[config.mk]
export PLATFORM = sky130hd
export DESIGN_NAME = sacc_ctrl
export DESIGN_NICKNAME = d
export VERILOG_FILES = /design/src/sacc_ctrl.v
export VERILOG_INCLUDE_DIRS = /design/src /design/src/inc
export SDC_FILE = /design/constraint.sdc
export NUM_CORES = 1
export LEC_CHECK = 0
export BUFFER_PORTS_ARGS = -buffer_cell sky130_fd_sc_hd__buf_2
export CORE_ASPECT_RATIO = 0.8
export CORE_MARGIN = 8
export CORE_UTILIZATION = 41
export CTS_BUF_LIST = sky130_fd_sc_hd__clkbuf_8 sky130_fd_sc_hd__clkbuf_16
export DETAILED_ROUTE_END_ITERATION = 16
export GPL_TIMING_DRIVEN = 0
export PLACE_DENSITY = 0.68
export SYNTH_ARGS = -nofsm -noshare
export SYNTH_HDL_FRONTEND = slang
export SYNTH_SLANG_ARGS = --single-unit
[constraint.sdc]
create_clock -name core_clk_i -period 3.6 [get_ports core_clk_i]
set_clock_uncertainty 0.05 [all_clocks]
set_input_delay 0.9 -clock core_clk_i [delete_from_list [all_inputs] [get_ports core_clk_i]]
set_output_delay 0.9 -clock core_clk_i [all_outputs]
set_load 0.01 [all_outputs]
[src/inc/sacc_defs.vh]
// Purpose: Offsets, field positions and reset values of the converter control block
// Assumes: Register byte address is four times the register index
// Notes:   Definitions only
`ifndef SACC_DEFS_VH
`define SACC_DEFS_VH

// Register indices
`define SACC_IDX_CTRL_STAT    14'h0010
`define SACC_IDX_TRIG_CMP     14'h0011
`define SACC_IDX_CLK_RES      14'h0012
`define SACC_IDX_FIFO_DEPTH   14'h0013
`define SACC_IDX_RES_HIGH     14'h0014
`define SACC_IDX_RES_LOW      14'h0015
`define SACC_IDX_CMP_HIGH     14'h0016
`define SACC_IDX_CMP_LOW      14'h0017
`define SACC_IDX_IRQ_STAT     14'h0018
`define SACC_IDX_IRQ_MASK     14'h0019
`define SACC_IDX_PIN_DIS_LO   14'h30AC
`define SACC_IDX_PIN_DIS_HI   14'h30AD

// Reset values
`define SACC_RST_CTRL_STAT    8'h1F
`define SACC_RST_TRIG_CMP     8'h08
`define SACC_RST_ZERO         8'h00

// Control/status fields
`define SACC_CS_FLAG          7
`define SACC_CS_IRQ_EN        6
`define SACC_CS_CONT          5
`define SACC_CS_CH_HI         4
`define SACC_CH_OFF           5'h1F

// Trigger/compare fields
`define SACC_TC_ACTIVE        7
`define SACC_TC_TRIG          6
`define SACC_TC_CMP_EN        5
`define SACC_TC_CMP_GT        4
`define SACC_TC_EMPTY         3
`define SACC_TC_FULL          2

// Queue depth field top bit
`define SACC_QD_HI            2

// Interrupt status bits
`define SACC_IRQ_FLAG         0
`define SACC_IRQ_DONE         1

`endif

[src/sacc_ctrl.v]
// Purpose: Conversion control of a 10-bit successive approximation converter behind APB
// Assumes: Converter core runs on core_clk_i; done is a one-cycle pulse with result valid
// Notes:   APB answers one cycle into the access phase
// Summary of operation
// - A write to the control/status register aborts a running conversion and, with the queue off, starts a new one unless the channel is all ones.
// - With the queue enabled each channel write is pushed into the channel queue, until it holds one more entry than the depth, instead of selecting one channel.
// - Queued channels are converted in the order they were written.
// - In queue mode conversion waits until the queue holds one more entry than the programmed depth.
// - Writing channel 0x1F empties the queue and halts any active conversion.
// - With compare off and the queue off the complete flag in bit 7 is set at the end of every conversion.
// - With compare on the complete flag is set only when the compare condition holds for the result, or in queue mode for any result of the set.
// - With queue depth above 0 the complete flag is set only when the whole queued set finishes.
// - The complete flag clears on a control/status write or a low result byte read.
// - The interrupt is raised when the complete flag is set while the enable in bit 6 is high.
// - The selected channel code is routed to the converter, covering up to 31 inputs.
// - The channel field is 5 bits and all ones means the converter is disabled and idle.
// - With continuous mode set a start repeats conversions back to back until stopped.
// - The active bit rises when a conversion starts and falls when the last conversion completes outside continuous mode or is aborted.
//
// The APB register port was decided locally.
`timescale 1ns/100ps
`include "sacc_defs.vh"

module sacc_ctrl #(
  parameter QDEPTH = 8,
  parameter RES_W  = 10
) (
  input  wire             core_clk_i,
  input  wire             nrst_i,
  input  wire             psel_i,
  input  wire             penable_i,
  input  wire             pwrite_i,
  input  wire [15:0]      paddr_i,
  input  wire [31:0]      pwdata_i,
  input  wire [3:0]       pstrb_i,
  output wire [31:0]      prdata_o,
  output wire             pready_o,
  output wire             pslverr_o,
  output wire [4:0]       chan_sel_o,
  output wire             conv_start_o,
  output wire             conv_abort_o,
  input  wire             conv_done_i,
  input  wire [RES_W-1:0] conv_result_i,
  output wire [15:0]      pin_dis_o,
  output wire             irq_o
);

  reg [31:0]      prdata_r;
  reg             pready_r;
  reg             pslverr_r;
  reg [4:0]       chan_r;
  reg             conv_start_r;
  reg             conv_abort_r;
  reg             irq_r;
  reg             done_flag_r;
  reg             irq_en_r;
  reg             cont_mode_r;
  reg [4:0]       chan_field_r;
  reg             active_r;
  reg             adtrg_r;
  reg             cmp_en_r;
  reg             acfgt_r;
  reg [1:0]       refsel_r;
  reg [7:0]       clk_res_r;
  reg [7:0]       fifo_cfg_r;
  reg [RES_W-1:0] res_r;
  reg [1:0]       cvh_r;
  reg [7:0]       cvl_r;
  reg [7:0]       pin_lo_r;
  reg [7:0]       pin_hi_r;
  reg [1:0]       irq_stat_r;
  reg [1:0]       irq_mask_r;
  // Queue storage, written only while filling
  reg [4:0]       qmem [0:QDEPTH-1];
  reg [3:0]       qcnt_r;
  reg [2:0]       qidx_r;
  reg             qhit_r;
  reg [31:0]      rd_nxt;
  reg             err_nxt;
  reg             done_flag_nxt;

  // Register decode
  wire [13:0]      idx      = paddr_i[15:2];
  wire             acc      = psel_i & penable_i & pready_r;
  wire             wr       = acc & pwrite_i & pstrb_i[0] & (paddr_i[1:0] == 2'b00);
  wire             rd       = acc & ~pwrite_i & (paddr_i[1:0] == 2'b00);
  wire [7:0]       wdat     = pwdata_i[7:0];
  wire             cs_wr    = wr & (idx == `SACC_IDX_CTRL_STAT);
  wire             rl_rd    = rd & (idx == `SACC_IDX_RES_LOW);
  wire             st_wr    = wr & (idx == `SACC_IDX_IRQ_STAT);
  wire [2:0]       qdep     = fifo_cfg_r[`SACC_QD_HI:0];
  wire             fifo_en  = (qdep != 3'h0);
  wire [3:0]       qneed    = {1'b0, qdep} + 4'h1;
  wire [RES_W-1:0] cv       = {cvh_r, cvl_r};
  // Done pulses count only while active
  wire             done_v   = conv_done_i & active_r;
  wire             hit      = cmp_true(conv_result_i, cv, acfgt_r);
  wire             q_last   = ({1'b0, qidx_r} == (qcnt_r - 4'h1));
  wire             q_empty  = (qcnt_r == 4'h0);
  wire             q_full   = fifo_en & (qcnt_r == qneed);
  wire [4:0]       new_ch   = wdat[`SACC_CS_CH_HI:0];
  wire [2:0]       qnext    = qidx_r + 3'h1;

  // Compare condition: greater or equal, else less than
  function cmp_true;
    input [RES_W-1:0] res;
    input [RES_W-1:0] lim;
    input             gt;
    begin
      cmp_true = gt ? (res >= lim) : (res < lim);
    end
  endfunction

  // Complete flag set condition per conversion or per queued set
  wire flag_set = done_v & (fifo_en ? (q_last & (~cmp_en_r | hit | qhit_r))
                                    : (~cmp_en_r | hit));

  always @* begin
    done_flag_nxt = done_flag_r;
    if (cs_wr | rl_rd) begin
      done_flag_nxt = 1'b0;
    end
    if (flag_set) begin
      done_flag_nxt = 1'b1;
    end
  end

  // Read multiplexer and unmapped-address decode
  always @* begin
    rd_nxt  = 32'h0000_0000;
    err_nxt = 1'b0;
    if (paddr_i[1:0] != 2'b00) begin
      err_nxt = 1'b1;
    end else begin
      case (idx)
        `SACC_IDX_CTRL_STAT: begin
          rd_nxt[7:0] = {done_flag_r, irq_en_r, cont_mode_r, chan_field_r};
        end
        `SACC_IDX_TRIG_CMP: begin
          rd_nxt[7:0] = {active_r, adtrg_r, cmp_en_r, acfgt_r, q_empty, q_full, refsel_r};
        end
        `SACC_IDX_CLK_RES: begin
          rd_nxt[7:0] = clk_res_r;
        end
        `SACC_IDX_FIFO_DEPTH: begin
          rd_nxt[7:0] = fifo_cfg_r;
        end
        `SACC_IDX_RES_HIGH: begin
          rd_nxt[1:0] = res_r[RES_W-1:8];
        end
        `SACC_IDX_RES_LOW: begin
          rd_nxt[7:0] = res_r[7:0];
        end
        `SACC_IDX_CMP_HIGH: begin
          rd_nxt[1:0] = cvh_r;
        end
        `SACC_IDX_CMP_LOW: begin
          rd_nxt[7:0] = cvl_r;
        end
        `SACC_IDX_IRQ_STAT: begin
          rd_nxt[1:0] = irq_stat_r;
        end
        `SACC_IDX_IRQ_MASK: begin
          rd_nxt[1:0] = irq_mask_r;
        end
        `SACC_IDX_PIN_DIS_LO: begin
          rd_nxt[7:0] = pin_lo_r;
        end
        `SACC_IDX_PIN_DIS_HI: begin
          rd_nxt[7:0] = pin_hi_r;
        end
        default: begin
          err_nxt = 1'b1;
        end
      endcase
    end
  end

  // APB handshake, one wait state
  always @(posedge core_clk_i) begin
    if (!nrst_i) begin
      pready_r  <= 1'b0;
      pslverr_r <= 1'b0;
      prdata_r  <= 32'h0000_0000;
    end else begin
      pready_r  <= psel_i & penable_i & ~pready_r;
      pslverr_r <= psel_i & penable_i & ~pready_r & err_nxt;
      prdata_r  <= (psel_i & penable_i & ~pready_r & ~pwrite_i) ? rd_nxt : 32'h0000_0000;
    end
  end

  // Plain configuration registers
  always @(posedge core_clk_i) begin
    if (!nrst_i) begin
      adtrg_r    <= 1'b0;
      cmp_en_r   <= 1'b0;
      acfgt_r    <= 1'b0;
      refsel_r   <= 2'b00;
      clk_res_r  <= `SACC_RST_ZERO;
      fifo_cfg_r <= `SACC_RST_ZERO;
      cvh_r      <= 2'b00;
      cvl_r      <= `SACC_RST_ZERO;
      pin_lo_r   <= `SACC_RST_ZERO;
      pin_hi_r   <= `SACC_RST_ZERO;
      irq_mask_r <= 2'b00;
    end else if (wr) begin
      case (idx)
        `SACC_IDX_TRIG_CMP: begin
          adtrg_r  <= wdat[`SACC_TC_TRIG];
          cmp_en_r <= wdat[`SACC_TC_CMP_EN];
          acfgt_r  <= wdat[`SACC_TC_CMP_GT];
          refsel_r <= wdat[1:0];
        end
        `SACC_IDX_CLK_RES: begin
          clk_res_r <= wdat;
        end
        `SACC_IDX_FIFO_DEPTH: begin
          fifo_cfg_r <= wdat;
        end
        `SACC_IDX_CMP_HIGH: begin
          cvh_r <= wdat[1:0];
        end
        `SACC_IDX_CMP_LOW: begin
          cvl_r <= wdat;
        end
        `SACC_IDX_PIN_DIS_LO: begin
          pin_lo_r <= wdat;
        end
        `SACC_IDX_PIN_DIS_HI: begin
          pin_hi_r <= wdat;
        end
        `SACC_IDX_IRQ_MASK: begin
          irq_mask_r <= wdat[1:0];
        end
        default: begin
          irq_mask_r <= irq_mask_r;
        end
      endcase
    end
  end

  // Sticky interrupt status, set wins over write-one-to-clear
  always @(posedge core_clk_i) begin
    if (!nrst_i) begin
      irq_stat_r <= 2'b00;
      irq_r      <= 1'b0;
    end else begin
      irq_stat_r[`SACC_IRQ_FLAG] <= flag_set |
        (irq_stat_r[`SACC_IRQ_FLAG] & ~(st_wr & wdat[`SACC_IRQ_FLAG]));
      irq_stat_r[`SACC_IRQ_DONE] <= done_v |
        (irq_stat_r[`SACC_IRQ_DONE] & ~(st_wr & wdat[`SACC_IRQ_DONE]));
      irq_r <= (done_flag_r & irq_en_r) | (|(irq_stat_r & irq_mask_r));
    end
  end

  // Conversion sequencing and channel queue
  always @(posedge core_clk_i) begin
    if (!nrst_i) begin
      done_flag_r  <= 1'b0;
      irq_en_r     <= 1'b0;
      cont_mode_r  <= 1'b0;
      chan_field_r <= `SACC_CH_OFF;
      active_r     <= 1'b0;
      chan_r       <= `SACC_CH_OFF;
      conv_start_r <= 1'b0;
      conv_abort_r <= 1'b0;
      res_r        <= {RES_W{1'b0}};
      qcnt_r       <= 4'h0;
      qidx_r       <= 3'h0;
      qhit_r       <= 1'b0;
    end else begin
      done_flag_r  <= done_flag_nxt;
      conv_start_r <= 1'b0;
      conv_abort_r <= 1'b0;
      if (done_v) begin
        res_r <= conv_result_i;
      end
      if (cs_wr) begin
        irq_en_r     <= wdat[`SACC_CS_IRQ_EN];
        cont_mode_r  <= wdat[`SACC_CS_CONT];
        chan_field_r <= new_ch;
        conv_abort_r <= active_r & ~done_v;
        active_r     <= 1'b0;
        if (new_ch == `SACC_CH_OFF) begin
          qcnt_r <= 4'h0;
          qidx_r <= 3'h0;
          chan_r <= `SACC_CH_OFF;
        end else if (fifo_en) begin
          // Queue filling
          if (qcnt_r < qneed) begin
            qmem[qcnt_r[2:0]] <= new_ch;
            qcnt_r            <= qcnt_r + 4'h1;
          end
          if ((qcnt_r + 4'h1) >= qneed) begin
            chan_r       <= q_empty ? new_ch : qmem[0];
            conv_start_r <= 1'b1;
            active_r     <= 1'b1;
            qidx_r       <= 3'h0;
            qhit_r       <= 1'b0;
          end
        end else begin
          chan_r       <= new_ch;
          conv_start_r <= 1'b1;
          active_r     <= 1'b1;
        end
      end else if (done_v) begin
        if (fifo_en) begin
          if (q_last) begin
            qidx_r <= 3'h0;
            qhit_r <= 1'b0;
            if (cont_mode_r) begin
              chan_r       <= qmem[0];
              conv_start_r <= 1'b1;
            end else begin
              active_r <= 1'b0;
              qcnt_r  <= 4'h0;
            end
          end else begin
            qidx_r       <= qnext;
            qhit_r       <= qhit_r | hit;
            chan_r       <= qmem[qnext];
            conv_start_r <= 1'b1;
          end
        end else if (cont_mode_r) begin
          conv_start_r <= 1'b1;
        end else begin
          active_r <= 1'b0;
        end
      end
    end
  end

  // Output drives
  assign prdata_o     = prdata_r;
  assign pready_o     = pready_r;
  assign pslverr_o    = pslverr_r;
  assign chan_sel_o   = chan_r;
  assign conv_start_o = conv_start_r;
  assign conv_abort_o = conv_abort_r;
  assign pin_dis_o    = {pin_hi_r, pin_lo_r};
  assign irq_o        = irq_r;

endmodule

==> insert_results.sql <==
INSERT INTO impl_metrics (metric_group, metric, value, unit) VALUES
('run_status', 'run_status', 'finished, final reports clean', ''),
('critical_path', 'worst-endpoint-required', '3.61', 'ns'),
('worst_hold_path', 'worstHoldPathType', 'reg -> reg', ''),
('logic_synthesis', 'synthMuxAreaShare', '16.0', '%'),
('sta', 'layout_worst_path_cycle_share', '95.5', '%'),
('placed_design', 'globalplace.congestion', '0.981', ''),
('sta', 'setup_slack', '0.162', 'ns'),
('critical_path', 'cp.arrival', '3.44', 'ns'),
('cells_and_area', 'n_antenna_cell', '0', ''),
('sta', 'max_clock_freq', '0.291', 'GHz'),
('placed_design', 'buffer_ports.inserted', '72', ''),
('global_route', 'initial_antenna_violation_count', '0', ''),
('clock_tree', 'clk_transition_reported_paths', '0.06', 'ns'),
('routing', 'vias', '5690', ''),
('clock_tree', 'setup_repair_bufs_after_cts', '0', ''),
('logic_synthesis', 'synth-main-ff-cell', 'sky130_fd_sc_hd__dfxtp_1', ''),
('critical_path', 'crit_start_category', 'primary input', ''),
('die', 'die-area', '0.0212', 'mm²'),
('routing', 'route.detailed.drc', '0', ''),
('global_route', 'grt_start_max_net_pins', '17', ''),
('logic_synthesis', 'netlist_area', '0.00687', 'mm²'),
('die', 'io_count', '126', ''),
('clock_tree', 'tritoncts.num_buffers', '17', ''),
('placed_design', 'place_ws', '-0.660', 'ns'),
('logic_synthesis', 'post_synth_xor_xnor_area', '0.765', '%'),
('logic_synthesis', 'syn-mean-instance-area', '10.1', 'µm²'),
('cells_and_area', 'area_growth', '19.6', '%'),
('clock_tree', 'cts_root_buf', 'sky130_fd_sc_hd__clkbuf_16', ''),
('critical_path', 'path_class', 'in -> reg', ''),
('die', 'die_h', '132', 'µm'),
('sta', 'final_hold_viol_count', '0', ''),
('cells_and_area', 'n_fill_cell', '1528', ''),
('clock_tree', 'cts_tree', 'yes', ''),
('logic_synthesis', 'ys.warnings.count', '0', ''),
('die', 'effective_utilization_at_floorplan', '41.8', '%'),
('clock_tree', 'ctsLongestPathBuffers', '2', ''),
('logic_synthesis', 'dominant_combinational_cell_family_by_area_after_synthesis', 'simple AND/OR/NAND/NOR gates', ''),
('sta', 'finalSetupTns', '0', 'ns'),
('die', 'fp.dieW', '161', 'µm'),
('cells_and_area', 'register_area', '0.00312', 'mm²'),
('flow_run', 'max_cap_violations', '0', ''),
('sta', 'unrepaired_setup_endpoints_after_global_routing', 'true', ''),
('clock_tree', 'number_of_buffers_added_to_fix_hold_violations_after_cts', '0', ''),
('clock_tree', 'h-tree-depth', '4', ''),
('placed_design', 'place_inst', '997', ''),
('critical_path', 'critical_path.max_fanout', '7', ''),
('sta', 'min_period', '3.44', 'ns'),
('logic_synthesis', 'proportion_of_synthesized_flip_flops_having_asynchronous_set_or_reset', '0', '%'),
('power_and_ir_drop', 'ir_drop', '0.000209', 'V'),
('global_route', 'grt_util_all_layers', '19.0', '%'),
('global_route', 'grt_pass1_vias', '5302', ''),
('routing', 'dr.first_iter.drc_count', '630', ''),
('sta', 'finalSetupViolCount', '0', ''),
('logic_synthesis', 'synthAdderAreaFrac', '4.19', '%'),
('routing', 'detail_route.first_pass.iterations', '5', ''),
('critical_path', 'crit_path_end_kind', 'register', ''),
('sta', 'worst_pin_slew', '1.27', 'ns'),
('logic_synthesis', 'synth-simple-area-share', '17.9', '%'),
('cells_and_area', 'nets', '887', ''),
('routing', 'post_drt_via_cell_ratio', '5.53', ''),
('placed_design', 'detailed_place_hpwl', '15.0', 'mm'),
('sta', 'max_slew_margin', '14.9', '%'),
('power_and_ir_drop', 'power.leakage', '0.00325', 'µW'),
('global_route', 'grt_first_pass_wirelength', '31.4', 'mm'),
('clock_tree', 'insertion_delay', '0.42', 'ns'),
('cells_and_area', 'final_cell_count_no_fill', '1029', ''),
('sta', 'finalMaxSlewViolations', '0', ''),
('logic_synthesis', 'mapped_cells', '682', ''),
('logic_synthesis', 'synth-compound-area-share', '10.0', '%'),
('routing', 'final_antenna_net_count', '0', ''),
('power_and_ir_drop', 'power.density', '428', 'mW/mm²'),
('routing', 'drt-wirelength-per-cell', '19.6', 'µm'),
('cells_and_area', 'post_route_cells_drive_above_1_share', '22.2', '%'),
('die', 'row_count', '42', ''),
('die', 'core', '0.0164', 'mm²'),
('logic_synthesis', 'ys_seq_elements', '136', ''),
('clock_tree', 'tritoncts_num_sinks', '136', ''),
('logic_synthesis', 'synth_edf_count', '40', ''),
('global_route', 'globalRoute.totalOverflow', '0', ''),
('logic_synthesis', 'synth_cell_type_count', '66', ''),
('cells_and_area', 'multiInputGateArea', '0.00347', 'mm²'),
('routing', 'detail_route.wirelength', '20.2', 'mm'),
('sta', 'hold_ws', '0.412', 'ns'),
('logic_synthesis', 'synth_sequential_area_ratio', '45.5', '%');
power breakdown:
| group | internal (µW) | leakage [µW] | total [µW] | switching (µW) |
|---|---|---|---|---|
| registers | 1580 | 0.00113 | 1580 | 0.355 |
| clock network | 1080 | 0.000306 | 1770 | 681 |
| logic | 60.0 | 0.00182 | 176 | 116 |
| total | 2720 | 0.00325 | 3520 | 798 |
path summary, 6_finish.rpt:
check	end	cells past startpoint	slack [ns]	start
setup / recovery	qmem[7][3]$_DFFE_PP_	7	0.16	psel_i
hold / removal	res_r[4]$_SDFFE_PN0P_	2	0.41	res_r[4]$_SDFFE_PN0P_
setup reg to reg	qmem[7][3]$_DFFE_PP_	10	0.21	fifo_cfg_r[1]$_SDFFE_PN0P_
hold reg to reg	res_r[4]$_SDFFE_PN0P_	2	0.41	res_r[4]$_SDFFE_PN0P_
stage by stage:
step	area (µm²)	util, %	power [µW]
after floorplan	6950	-	1700
after detailed placement	7590	46.1	1780
after global routing	8210	49.9	3620
after global placement	7590	46.1	1780
after CTS	8200	49.8	3530
final	8210	49.9	3520
cell usage in the layout (no fill, tap or decap), drive strengths merged, types with 7 or more instances in the layout:
cell	n
a22oi	10
conb	24
mux2i	69
inv	27
mux2	16
a21oi	36
nand3	19
nor2b	8
and3	8
nor4	10
edfxtp	40
mux4	10
nor3	20
dfxtp	96
buf	104
nand2	63
nor2	78
clkbuf	43
o21ai	10
ha	23
nand2b	7
repair_timing:
item	4_1_cts	5_1_grt
endpoints found under the setup margin	25	20
gates cloned	0	0
resized for setup	1	4
critical path, stage by stage:
cell and delay (ns):
sky130_fd_sc_hd__buf_2 0.09, sky130_fd_sc_hd__nand3_1 0.14, sky130_fd_sc_hd__nor4_2 0.73, sky130_fd_sc_hd__nand3_1 0.33, sky130_fd_sc_hd__nor4_2 0.51, sky130_fd_sc_hd__nand2_1 0.25, sky130_fd_sc_hd__nor2_1 0.49
synth_stat cells, drive strengths merged, types with 5 or more instances:
cell type | n | area (µm²)
o22a | 5 | 43.8
nor3 | 20 | 123
a22oi | 10 | 75.1
mux4 | 10 | 225
nor2 | 78 | 314
a21oi | 36 | 180
dfxtp | 96 | 1920
nand2b | 7 | 43.8
inv | 20 | 75.1
and3 | 8 | 50.1
nand4 | 6 | 37.5
ha | 23 | 288
a221oi | 5 | 43.8
clkbuf | 24 | 91.3
nor2b | 8 | 50.1
edfxtp | 40 | 1200
nor4 | 10 | 83.8
o21a | 6 | 45.0
mux2i | 69 | 691
nand3 | 19 | 95.1
o21ai | 10 | 50.0
nand2 | 63 | 239
buf | 32 | 215
a31oi | 6 | 37.5
nand4b | 5 | 43.8
mux2 | 16 | 180
registers in the layout, indices dropped and copies added, names as in the netlist, 2 cells and up:
name          count
chan_sel_o        5
refsel_r          2
pin_lo_r          8
irq_stat_r        2
pin_hi_r          8
qmem             40
qidx_r            3
cvh_r             2
qcnt_r            4
cvl_r             8
fifo_cfg_r        8
irq_mask_r        2
prdata_o          8
res_r            10
clk_res_r         8
chan_field_r      5
cell type report:
| class | count | share of cell area (%) |
|---|---|---|
| Inverter | 21 | 0.960 |
| Buffer | 56 | 3.73 |
| Timing Repair Buffer | 72 | 4.39 |
| Clock inverter | 13 | 1.69 |
| Clock buffer | 19 | 5.65 |
| Tap cell | 220 | 3.35 |
| Multi-Input combinational cell | 492 | 42.2 |
| Sequential cell | 136 | 38.0 |
logic make-up after synthesis:
logic type / count (synthesis)
AOI/OAI and AO/OA: 103
xor gates and xnor gates: 6
adders and majority gates: 23
buffers and inverters: 77
DFF: 136
muxes: 95
other: 1
and+or+nand+nor: 241
metal layers:
metal  up-vias  part of all wire [%]  global-route usage, %
met5         -                     0                      0
met3        26                    12                   6.96
met4         0                   1.2                   5.24
met1      2689                    47                   27.5
met2       299                    40                   25.9
li1       2676                     -                      -
No activity file was read; power rests on OpenSTA's default activity.
